$ cat src/design/pdc_params.svh
// Offsets, field positions, reset values and timing counts of the capability/control bank
`ifndef PDC_PARAMS_SVH
`define PDC_PARAMS_SVH

`define PDC_ADDR_W          8
`define PDC_DATA_W          32
`define PDC_OFS_DEV_CAP     8'hC4
`define PDC_OFS_DEV_CTL     8'hC8

`define PDC_CAP_MPS_LSB     0
`define PDC_CAP_MPS_MSB     2
`define PDC_CAP_PHANTOM_LSB 3
`define PDC_CAP_PHANTOM_MSB 4
`define PDC_CAP_EXTTAG      5
`define PDC_CAP_L0S_LSB     6
`define PDC_CAP_L0S_MSB     8
`define PDC_CAP_L1_LSB      9
`define PDC_CAP_L1_MSB      11
`define PDC_CAP_RBER        15
`define PDC_CAP_SPLV_LSB    18
`define PDC_CAP_SPLV_MSB    25
`define PDC_CAP_SPLS_LSB    26
`define PDC_CAP_SPLS_MSB    27

`define PDC_CTL_ERR_LSB     0
`define PDC_CTL_ERR_MSB     3
`define PDC_CTL_RO_EN       4
`define PDC_CTL_MPS_LSB     5
`define PDC_CTL_MPS_MSB     7
`define PDC_CTL_AUXPM       10
`define PDC_STS_DET_LSB     16
`define PDC_STS_DET_MSB     19

`define PDC_MPS_STRAP_LO    3'h1
`define PDC_MPS_STRAP_HI    3'h2
`define PDC_MPS_ENC_MAX     3'h2
`define PDC_RST_PHANTOM     2'h0
`define PDC_RST_EXTTAG      1'h0
`define PDC_RST_L0S         3'h0
`define PDC_RST_L1          3'h0
`define PDC_RST_RBER        1'h1
`define PDC_RST_SPLV        8'h00
`define PDC_RST_SPLS        2'h0
`define PDC_RST_ERR_EN      4'h0
`define PDC_RST_MPS         3'h0
`define PDC_RST_AUXPM       1'h0
`define PDC_RST_DET         4'h0

`define PDC_SYNC_STAGES     2
`define PDC_STRAP_SETTLE    2'h3

`endif

$ cat src/design/pdc_pkg.sv
// Types shared by the capability/control bank
`include "pdc_params.svh"
package pdc_pkg;

  typedef struct packed {
    logic                   wr;
    logic                   rd;
    logic [`PDC_ADDR_W-1:0] addr;
    logic [`PDC_DATA_W-1:0] wdata;
  } pdc_reg_req_t;

  typedef struct packed {
    logic                   valid;
    logic [`PDC_ADDR_W-1:0] addr;
    logic [`PDC_DATA_W-1:0] data;
  } pdc_hwinit_wr_t;

  typedef struct packed {
    logic       valid;
    logic [7:0] value;
    logic [1:0] scale;
  } pdc_spl_msg_t;

  typedef enum logic [2:0] {
    PDC_INIT_WAIT   = 3'b001,
    PDC_INIT_SAMPLE = 3'b010,
    PDC_INIT_DONE   = 3'b100
  } pdc_init_state_t;

endpackage : pdc_pkg

$ cat src/design/pdc_regs.sv
// Device capability and device control/status configuration words of one switch port
//
// How it works
// - Payload supported resets from strap: 001b/010b
// - Payload up to 512B; strap/SMBus/EEPROM override
// - Phantom functions field always reads 00b
// - Extended tag supported bit reads zero
// - L0s acceptable latency reads 000b
// - L1 acceptable latency reads 000b
// - Role-based error bit resets one, loadable
// - Upstream slot power value from message
// - Upstream slot power scale from message
// - Control bit0 correctable error report enable
// - Control bit1 non-fatal error report enable
// - Control bit2 fatal error report enable
// - Control bit3 unsupported request report enable
// - Relaxed ordering enable reads zero always
// - Detected flags set regardless of enables
`include "pdc_params.svh"
module pdc_regs #(
  parameter bit UPSTREAM    = 1'b1, // Port is the upstream port
  parameter int SYNC_STAGES = `PDC_SYNC_STAGES
) (
  input  wire logic                   REF_CLK,               // Core clock, 40 MHz
  input  wire logic                   ARST_N,                // Fundamental reset, active low
  input  wire logic                   PAYLOAD_SIZE_STRAP,    // Payload strap pin, asynchronous
  input  pdc_pkg::pdc_reg_req_t       REG_REQ,               // Configuration register request
  output logic [`PDC_DATA_W-1:0]      REG_RDATA,             // Read data, cycle after read strobe
  input  pdc_pkg::pdc_hwinit_wr_t     HWINIT_WR,             // SMBus or EEPROM autoload write
  input  pdc_pkg::pdc_spl_msg_t       SPL_MSG,               // Received slot power limit message
  input  wire logic [3:0]             ERR_EVENT,             // Error detected pulses: cor, nf, fat, ur
  output logic [3:0]                  ERR_REPORT_EN,         // Reporting enables
  output logic [3:0]                  ERR_DETECTED,          // Detected error flags
  output logic [3:0]                  ERR_MSG,               // Error message request pulses
  output logic [2:0]                  MAX_PAYLOAD_SUPPORTED, // Supported payload encoding
  output logic [2:0]                  MAX_PAYLOAD_SIZE,      // Programmed payload encoding
  output logic                        INIT_DONE              // Strap sampling finished
);

  if (SYNC_STAGES < 2) begin : g_bad_sync
    $error("pdc_regs needs at least two synchroniser stages");
  end

  logic strap_sync;

  pdc_sync #(
    .WIDTH  (1),
    .STAGES (SYNC_STAGES)
  ) u_strap_sync (
    .clk    (REF_CLK),
    .arst_n (ARST_N),
    .d      (PAYLOAD_SIZE_STRAP),
    .q      (strap_sync)
  );

  // Strap sampling after reset release
  pdc_pkg::pdc_init_state_t init_state_ff;
  pdc_pkg::pdc_init_state_t nxt_init_state;
  logic [1:0]               init_cnt_ff;
  logic [1:0]               nxt_init_cnt;
  logic                     init_done_ff;
  logic                     nxt_init_done;

  always_comb
  begin
    nxt_init_state = init_state_ff;
    nxt_init_cnt   = init_cnt_ff;
    nxt_init_done  = init_done_ff;
    case (init_state_ff)
      pdc_pkg::PDC_INIT_WAIT:
      begin
        if (init_cnt_ff == `PDC_STRAP_SETTLE)
        begin
          nxt_init_state = pdc_pkg::PDC_INIT_SAMPLE;
        end
        else
        begin
          nxt_init_cnt = init_cnt_ff + 2'h1;
        end
      end
      pdc_pkg::PDC_INIT_SAMPLE:
      begin
        nxt_init_state = pdc_pkg::PDC_INIT_DONE;
        nxt_init_done  = 1'b1;
      end
      pdc_pkg::PDC_INIT_DONE:
      begin
        nxt_init_state = pdc_pkg::PDC_INIT_DONE;
      end
      default:
      begin
        nxt_init_state = pdc_pkg::PDC_INIT_WAIT;
        nxt_init_cnt   = 2'h0;
        nxt_init_done  = 1'b0;
      end
    endcase
  end

  always_ff @(posedge REF_CLK or negedge ARST_N)
  begin
    if (!ARST_N)
    begin
      init_state_ff <= pdc_pkg::PDC_INIT_WAIT;
      init_cnt_ff   <= 2'h0;
      init_done_ff  <= 1'b0;
    end
    else
    begin
      init_state_ff <= nxt_init_state;
      init_cnt_ff   <= nxt_init_cnt;
      init_done_ff  <= nxt_init_done;
    end
  end

  // Hardware-initialised capability fields and captured slot power
  logic [2:0] mps_sup_ff;
  logic [2:0] nxt_mps_sup;
  logic       rber_ff;
  logic       nxt_rber;
  logic       hw_ovr_ff;
  logic       nxt_hw_ovr;
  logic [7:0] spl_val_ff;
  logic [7:0] nxt_spl_val;
  logic [1:0] spl_scale_ff;
  logic [1:0] nxt_spl_scale;
  logic [2:0] hw_mps;

  always_comb
  begin
    nxt_mps_sup   = mps_sup_ff;
    nxt_rber      = rber_ff;
    nxt_hw_ovr    = hw_ovr_ff;
    nxt_spl_val   = spl_val_ff;
    nxt_spl_scale = spl_scale_ff;
    hw_mps        = HWINIT_WR.data[`PDC_CAP_MPS_MSB:`PDC_CAP_MPS_LSB];
    if (init_state_ff == pdc_pkg::PDC_INIT_SAMPLE && !hw_ovr_ff)
    begin
      nxt_mps_sup = strap_sync ? `PDC_MPS_STRAP_HI : `PDC_MPS_STRAP_LO;
    end
    if (HWINIT_WR.valid && HWINIT_WR.addr == `PDC_OFS_DEV_CAP)
    begin
      nxt_mps_sup = (hw_mps > `PDC_MPS_ENC_MAX) ? `PDC_MPS_ENC_MAX : hw_mps;
      nxt_rber    = HWINIT_WR.data[`PDC_CAP_RBER];
      nxt_hw_ovr  = 1'b1;
    end
    if (UPSTREAM && SPL_MSG.valid)
    begin
      nxt_spl_val   = SPL_MSG.value;
      nxt_spl_scale = SPL_MSG.scale;
    end
  end

  always_ff @(posedge REF_CLK or negedge ARST_N)
  begin
    if (!ARST_N)
    begin
      mps_sup_ff   <= `PDC_MPS_STRAP_LO;
      rber_ff      <= `PDC_RST_RBER;
      hw_ovr_ff    <= 1'b0;
      spl_val_ff   <= `PDC_RST_SPLV;
      spl_scale_ff <= `PDC_RST_SPLS;
    end
    else
    begin
      mps_sup_ff   <= nxt_mps_sup;
      rber_ff      <= nxt_rber;
      hw_ovr_ff    <= nxt_hw_ovr;
      spl_val_ff   <= nxt_spl_val;
      spl_scale_ff <= nxt_spl_scale;
    end
  end

  // Device control and status
  logic [3:0] err_en_ff;
  logic [3:0] nxt_err_en;
  logic [2:0] mps_ff;
  logic [2:0] nxt_mps;
  logic       auxpm_ff;
  logic       nxt_auxpm;
  logic [3:0] err_det_ff;
  logic [3:0] nxt_err_det;
  logic [3:0] err_msg_ff;
  logic [3:0] nxt_err_msg;
  logic [2:0] wr_mps;
  logic       ctl_wr;

  always_comb
  begin
    nxt_err_en  = err_en_ff;
    nxt_mps     = mps_ff;
    nxt_auxpm   = auxpm_ff;
    nxt_err_det = err_det_ff;
    ctl_wr      = REG_REQ.wr && REG_REQ.addr == `PDC_OFS_DEV_CTL;
    wr_mps      = REG_REQ.wdata[`PDC_CTL_MPS_MSB:`PDC_CTL_MPS_LSB];
    if (ctl_wr)
    begin
      nxt_err_en = REG_REQ.wdata[`PDC_CTL_ERR_MSB:`PDC_CTL_ERR_LSB];
      nxt_mps    = (wr_mps > nxt_mps_sup) ? nxt_mps_sup : wr_mps;
      nxt_auxpm  = REG_REQ.wdata[`PDC_CTL_AUXPM];
      nxt_err_det = err_det_ff & ~REG_REQ.wdata[`PDC_STS_DET_MSB:`PDC_STS_DET_LSB];
    end
    else if (mps_ff > nxt_mps_sup)
    begin
      nxt_mps = nxt_mps_sup;
    end
    nxt_err_det = nxt_err_det | ERR_EVENT;
    nxt_err_msg = ERR_EVENT & err_en_ff;
  end

  always_ff @(posedge REF_CLK or negedge ARST_N)
  begin
    if (!ARST_N)
    begin
      err_en_ff  <= `PDC_RST_ERR_EN;
      mps_ff     <= `PDC_RST_MPS;
      auxpm_ff   <= `PDC_RST_AUXPM;
      err_det_ff <= `PDC_RST_DET;
      err_msg_ff <= 4'h0;
    end
    else
    begin
      err_en_ff  <= nxt_err_en;
      mps_ff     <= nxt_mps;
      auxpm_ff   <= nxt_auxpm;
      err_det_ff <= nxt_err_det;
      err_msg_ff <= nxt_err_msg;
    end
  end

  // Read path; writes to the capability word are dropped
  logic [`PDC_DATA_W-1:0] cap_word;
  logic [`PDC_DATA_W-1:0] ctl_word;
  logic [`PDC_DATA_W-1:0] rdata_ff;
  logic [`PDC_DATA_W-1:0] nxt_rdata;

  always_comb
  begin
    cap_word = '0;
    ctl_word = '0;
    cap_word[`PDC_CAP_MPS_MSB:`PDC_CAP_MPS_LSB]         = mps_sup_ff;
    cap_word[`PDC_CAP_PHANTOM_MSB:`PDC_CAP_PHANTOM_LSB] = `PDC_RST_PHANTOM;
    cap_word[`PDC_CAP_EXTTAG]                           = `PDC_RST_EXTTAG;
    cap_word[`PDC_CAP_L0S_MSB:`PDC_CAP_L0S_LSB]         = `PDC_RST_L0S;
    cap_word[`PDC_CAP_L1_MSB:`PDC_CAP_L1_LSB]           = `PDC_RST_L1;
    cap_word[`PDC_CAP_RBER]                             = rber_ff;
    cap_word[`PDC_CAP_SPLV_MSB:`PDC_CAP_SPLV_LSB]       = spl_val_ff;
    cap_word[`PDC_CAP_SPLS_MSB:`PDC_CAP_SPLS_LSB]       = spl_scale_ff;
    ctl_word[`PDC_CTL_ERR_MSB:`PDC_CTL_ERR_LSB]         = err_en_ff;
    ctl_word[`PDC_CTL_RO_EN]                            = 1'b0;
    ctl_word[`PDC_CTL_MPS_MSB:`PDC_CTL_MPS_LSB]         = mps_ff;
    ctl_word[`PDC_CTL_AUXPM]                            = auxpm_ff;
    ctl_word[`PDC_STS_DET_MSB:`PDC_STS_DET_LSB]         = err_det_ff;
    nxt_rdata = '0;
    if (REG_REQ.rd && REG_REQ.addr == `PDC_OFS_DEV_CAP)
    begin
      nxt_rdata = cap_word;
    end
    else if (REG_REQ.rd && REG_REQ.addr == `PDC_OFS_DEV_CTL)
    begin
      nxt_rdata = ctl_word;
    end
    else
    begin
      nxt_rdata = '0;
    end
  end

  always_ff @(posedge REF_CLK or negedge ARST_N)
  begin
    if (!ARST_N)
    begin
      rdata_ff <= '0;
    end
    else
    begin
      rdata_ff <= nxt_rdata;
    end
  end

  assign REG_RDATA             = rdata_ff;
  assign ERR_REPORT_EN         = err_en_ff;
  assign ERR_DETECTED          = err_det_ff;
  assign ERR_MSG               = err_msg_ff;
  assign MAX_PAYLOAD_SUPPORTED = mps_sup_ff;
  assign MAX_PAYLOAD_SIZE      = mps_ff;
  assign INIT_DONE             = init_done_ff;

endmodule : pdc_regs

$ cat src/design/pdc_sync.sv
// Multi-stage synchroniser for asynchronous level inputs
module pdc_sync #(
  parameter int WIDTH  = 1,
  parameter int STAGES = 2
) (
  input  wire logic             clk,    // Destination clock
  input  wire logic             arst_n, // Asynchronous reset, active low
  input  wire logic [WIDTH-1:0] d,      // Asynchronous input
  output logic      [WIDTH-1:0] q       // Synchronised output
);

  logic [WIDTH-1:0] stage_ff [STAGES];
  logic [WIDTH-1:0] nxt_stage [STAGES];

  if (STAGES < 2) begin : g_bad_stages
    $error("pdc_sync needs at least two stages");
  end

  always_comb
  begin
    nxt_stage[0] = d;
    for (int i = 1; i < STAGES; i++)
    begin
      nxt_stage[i] = stage_ff[i-1];
    end
  end

  always_ff @(posedge clk or negedge arst_n)
  begin
    if (!arst_n)
    begin
      for (int i = 0; i < STAGES; i++)
      begin
        stage_ff[i] <= '0;
      end
    end
    else
    begin
      for (int i = 0; i < STAGES; i++)
      begin
        stage_ff[i] <= nxt_stage[i];
      end
    end
  end

  assign q = stage_ff[STAGES-1];

endmodule : pdc_sync

$ cat config.mk
export PLATFORM = sky130hd
export DESIGN_NAME = pdc_regs
export DESIGN_NICKNAME = d
export VERILOG_FILES = /design/src/design/pdc_pkg.sv /design/src/design/pdc_regs.sv /design/src/design/pdc_sync.sv
export VERILOG_INCLUDE_DIRS = /design/src /design/src/design
export SDC_FILE = /design/constraint.sdc
export NUM_CORES = 1
export LEC_CHECK = 0
export BUFFER_PORTS_ARGS = -buffer_cell sky130_fd_sc_hd__buf_2
export CAP_MARGIN = 20
export CORE_UTILIZATION = 25
export DETAILED_ROUTE_END_ITERATION = 7
export HOLD_SLACK_MARGIN = 0.08
export SYNTH_ARGS = -nofsm -noshare
export SYNTH_HDL_FRONTEND = slang
export SYNTH_HIERARCHICAL = 1
export SYNTH_SLANG_ARGS = --single-unit
$ cat constraint.sdc
create_clock -name REF_CLK -period 2.4 [get_ports REF_CLK]
set_input_delay 0.12 -clock REF_CLK [delete_from_list [all_inputs] [get_ports REF_CLK]]
set_output_delay 0.12 -clock REF_CLK [all_outputs]
set_load 0.02 [all_outputs]
==> parameters.txt <==
Parameter                              Value

Run status
  Status    finished, violations left
  Failing checks    negative setup slack

Global routing
  Initial antenna violation count    0
  Via count of the first global-routing pass    2023
  Pin count of the biggest net entering global routing    33
  GRT Total Usage    0.127
  Global-route wire length before repair    9830 um
  Total global routing overflow    0

Timing
  Final setup violating endpoints    2
  Final-report max-slew violation count    0
  Post-layout min period    2.45 ns
  Post-route setup TNS    -0.0579 ns
  Post-route clock period utilization    1.02
  Setup repair after global routing missed its margin    true
  Worst path setup slack after routing    -0.0484 ns
  Worst Tran Pin Value    0.689 ns
  Max frequency    408 MHz
  Headroom to the max-slew limit    0.541
  Clock skew after layout    0.00656 ns
  Count of final hold-check violations    0

Synth
  Post-synth top cells    dfrtp_1, nand2_1, and2_1
  Most used flip-flop cell after synthesis    dfrtp_1
  Cell area after synthesis    2530 um^2
  Top-count cell post-synth    dfrtp_1
  Portion of synthesized cell area occupied by the leading cell type    0.563
  Flip-flop and latch count after synthesis    60
  Seq/Total Area, Yosys    0.594
  Number of distinct standard cells referenced by the synthesized netlist    37
  Most area-hungry cell type in the Yosys netlist    dfrtp_1
  Number of flops mapped to enable cells by yosys    0
  Number of instances in the synthesized netlist    206
  Warnings, synthesis    6
  Proportion of synthesized flip-flops having asynchronous set or reset    1.00
  Synth area leaders    dfrtp_1, mux2_2, and2_1
  Average cell area after synthesis    12.3 um^2

Placement
  Port-buffer cells    92
  Final GP Congestion    0.747
  HPWL Detailed    4310 um

Critical path
  Worst Reg2Reg Path Length in Cells    9
  Startpoint Class    flop
  Kind of cell with the highest combined delay on the critical path    multiplexers
  Crit path kind    reg2reg
  Crit-path max FO    3
  Number of logic stages on the critical path including buffering    9
  Combined buffer and inverter count along the critical path    1
  Sequence of cells on the critical path    nor4b_4 > mux2i_1 > mux2i_1 > inv_1 > ha_4 > a211oi_4 > o21ai_4 > mux2_4 > mux2_4
  Worst path arrival time    2.67 ns
  Worst Setup End Kind    flop
  Delay contributed by the slowest stage of the critical path    0.40 ns
  CP Data Required Time    2.62 ns
  Cell at the slowest stage of the critical path    dfrtp_1

Finish
  Storage cell area    1510 um^2
  Total of fill cells in the finished design    995
  Fraction of layout cells with a size suffix above 1    0.433
  N_diodes    0
  Final Net Count    453
  Layout overhead on the synthesized area    48.1%
  Final core utilization    0.382
  Area taken by multi-input logic gates    1010 um^2

Worst hold path
  Worst min-delay path category    in2reg
  Worst hold path cell count    3

Floorplanning
  Ports placed on the boundary    152
  Core footprint    9820 um^2
  Initial core utilization    0.258
  Die width    103 um
  Core Rows    36
  DIE AREA    10500 um^2
  Die height    103 um

Pwr
  Net Sw Power    623 uW
  Peak VDD IR    0.271 mV
  Share of total power consumed by net switching    0.260
  Clock power frac    0.356
  Combinational fraction of design power    0.184
  Sequential Power Share    0.460
  Int Power    1.77 mW
  Reported leakage power    1.90 nW
  Power density of the placed cells    639 nW/um^2
  Tot Pwr    2.40 mW

Clocking
  TritonCTS clock tree    yes
  Clock latency on the worst-skew pair    0.33 ns
  Clock edge transition at the registers on the reported setup and hold paths    0.07 ns
  Total number of clock tree sinks    60
  Clock tree buffer depth    2
  Buffer type at the clock tree root    clkbuf_8
  Number of buffers inserted during clock tree synthesis    9
  H-tree depth    3

Routing
  Ratio of routed vias to standard cells    4.07
  Detailed-route DRC error count    0
  Average detailed-routed wire length per instance    12.7 um
  Routed via count    1962
  WL final    6120 um
  DR pass1 iterations    4
  Detail Route Antenna Nets    0
  Detailed router's first-iteration violation count    42

Job
  Max Cap Violations    0
-- cells by family after synthesis --
kind of cell               Yosys count  synth area share
adders and majority gates            7            0.0345
and+or+nand+nor                     70             0.159
xor gates and xnor gates             1           0.00346
AOI/OAI and AO/OA                   23            0.0676
muxes                               20            0.0854
DFF                                 60             0.594
buffers and inverters               24            0.0548
other                                1           0.00148
-- routing by layer --
layer,up-vias,track usage,routed length [um]
met1,932,0.158,2700
met4,0,0.0527,59
met2,72,0.206,2980
met3,6,0.0353,380
li1,952,-,-
met5,-,0,0
-- placed cells by master, fill, tap and decap left out, types with 2 or more instances in the layout --
| cell | instances |
|---|---|
| buf_2 | 92 |
| nand2_1 | 22 |
| ha_4 | 2 |
| nand3_2 | 2 |
| a211oi_4 | 2 |
| dlygate4sd3_1 | 26 |
| o21ai_2 | 3 |
| mux2_2 | 11 |
| inv_1 | 9 |
| clkbuf_8 | 13 |
| a22oi_1 | 2 |
| nor2_1 | 6 |
| a22o_1 | 5 |
| nand2b_1 | 3 |
| and2_1 | 21 |
| a21o_1 | 5 |
| dfstp_2 | 3 |
| mux2_4 | 2 |
| buf_4 | 13 |
| a21oi_1 | 2 |
| dfrtp_1 | 56 |
| o21ai_0 | 2 |
| nor2b_1 | 3 |
| mux2i_1 | 6 |
| ha_1 | 5 |
| nand3_1 | 2 |
| conb_1 | 11 |
| nand4_1 | 2 |
-- through the flow --
step / hold WS [ns] / setup slack (ns) / cell area [um^2] / std cells
5_1_grt: 0.0992 / -0.150 / 3750 / 482
3_5_place_dp: 0.211 / -0.142 / 3230 / 439
6_report: 0.0991 / -0.0484 / 3750 / 482
4_1_cts: 0.0893 / -0.0671 / 3730 / 482
2_1_floorplan: -0.176 / 0.00747 / 2590 / 216
3_3_place_gp: 0.212 / -0.107 / 3230 / 439
-- area by class of cell --
| class | count | share of cell area |
|---|---|---|
| clock buffer | 14 | 0.0487 |
| clock inverter | 1 | 0.00133 |
| inverter | 9 | 0.00900 |
| multi-input combinational | 132 | 0.269 |
| sequential | 60 | 0.401 |
| tap | 133 | 0.0443 |
| timing repair buffer | 133 | 0.226 |
-- flip-flops by register name (all words and copies together), names as in the netlist, 2 cells and up --
register	count
init_cnt_ff	2
MAX_PAYLOAD_SUPPORTED	3
ERR_REPORT_EN	4
REG_RDATA	21
MAX_PAYLOAD_SIZE	3
spl_scale_ff	2
ERR_MSG	4
ERR_DETECTED	4
init_state_ff	3
spl_val_ff	8
-- worst register-to-register path, cell delays in order, from the launching register on --
cell	delay, ns
dfrtp_1	0.40
nor4b_4	0.35
mux2i_1	0.12
mux2i_1	0.22
inv_1	0.13
ha_4	0.25
a211oi_4	0.24
o21ai_4	0.10
mux2_4	0.30
mux2_4	0.25
-- power groups by stage --
stage / combinational [mW] / clock [mW] / sequential [mW]
floorplan: 0.160 / 0 / 1.14
global placement: 0.315 / 0 / 1.12
detailed placement: 0.322 / 0 / 1.12
CTS: 0.386 / 0.889 / 1.10
global route: 0.485 / 0.929 / 1.11
finish: 0.442 / 0.853 / 1.10
-- worst paths after layout --
kind,slack (ns),to,from
hold reg to reg,0.35,u_strap_sync/q,u_strap_sync/nxt_stage[0]
max in group asynchronous,1.41,REG_RDATA[20],ARST_N
hold / removal,0.1,MAX_PAYLOAD_SIZE[2],REG_REQ[7]
setup reg to reg,-0.05,MAX_PAYLOAD_SIZE[1],hw_ovr_ff
setup / recovery,-0.05,MAX_PAYLOAD_SIZE[1],hw_ovr_ff
min in group asynchronous,0.39,REG_RDATA[17],ARST_N
-- timing repair --
action                     in CTS  in global routing
gates resized for setup         6                  7
hold buffers                   26                  0
pin swaps                       4                  3
buffers inserted                2                  0
setup endpoints to repair       3                  3
hold endpoints to repair       50                  0
(Power assumes the default switching activity.)
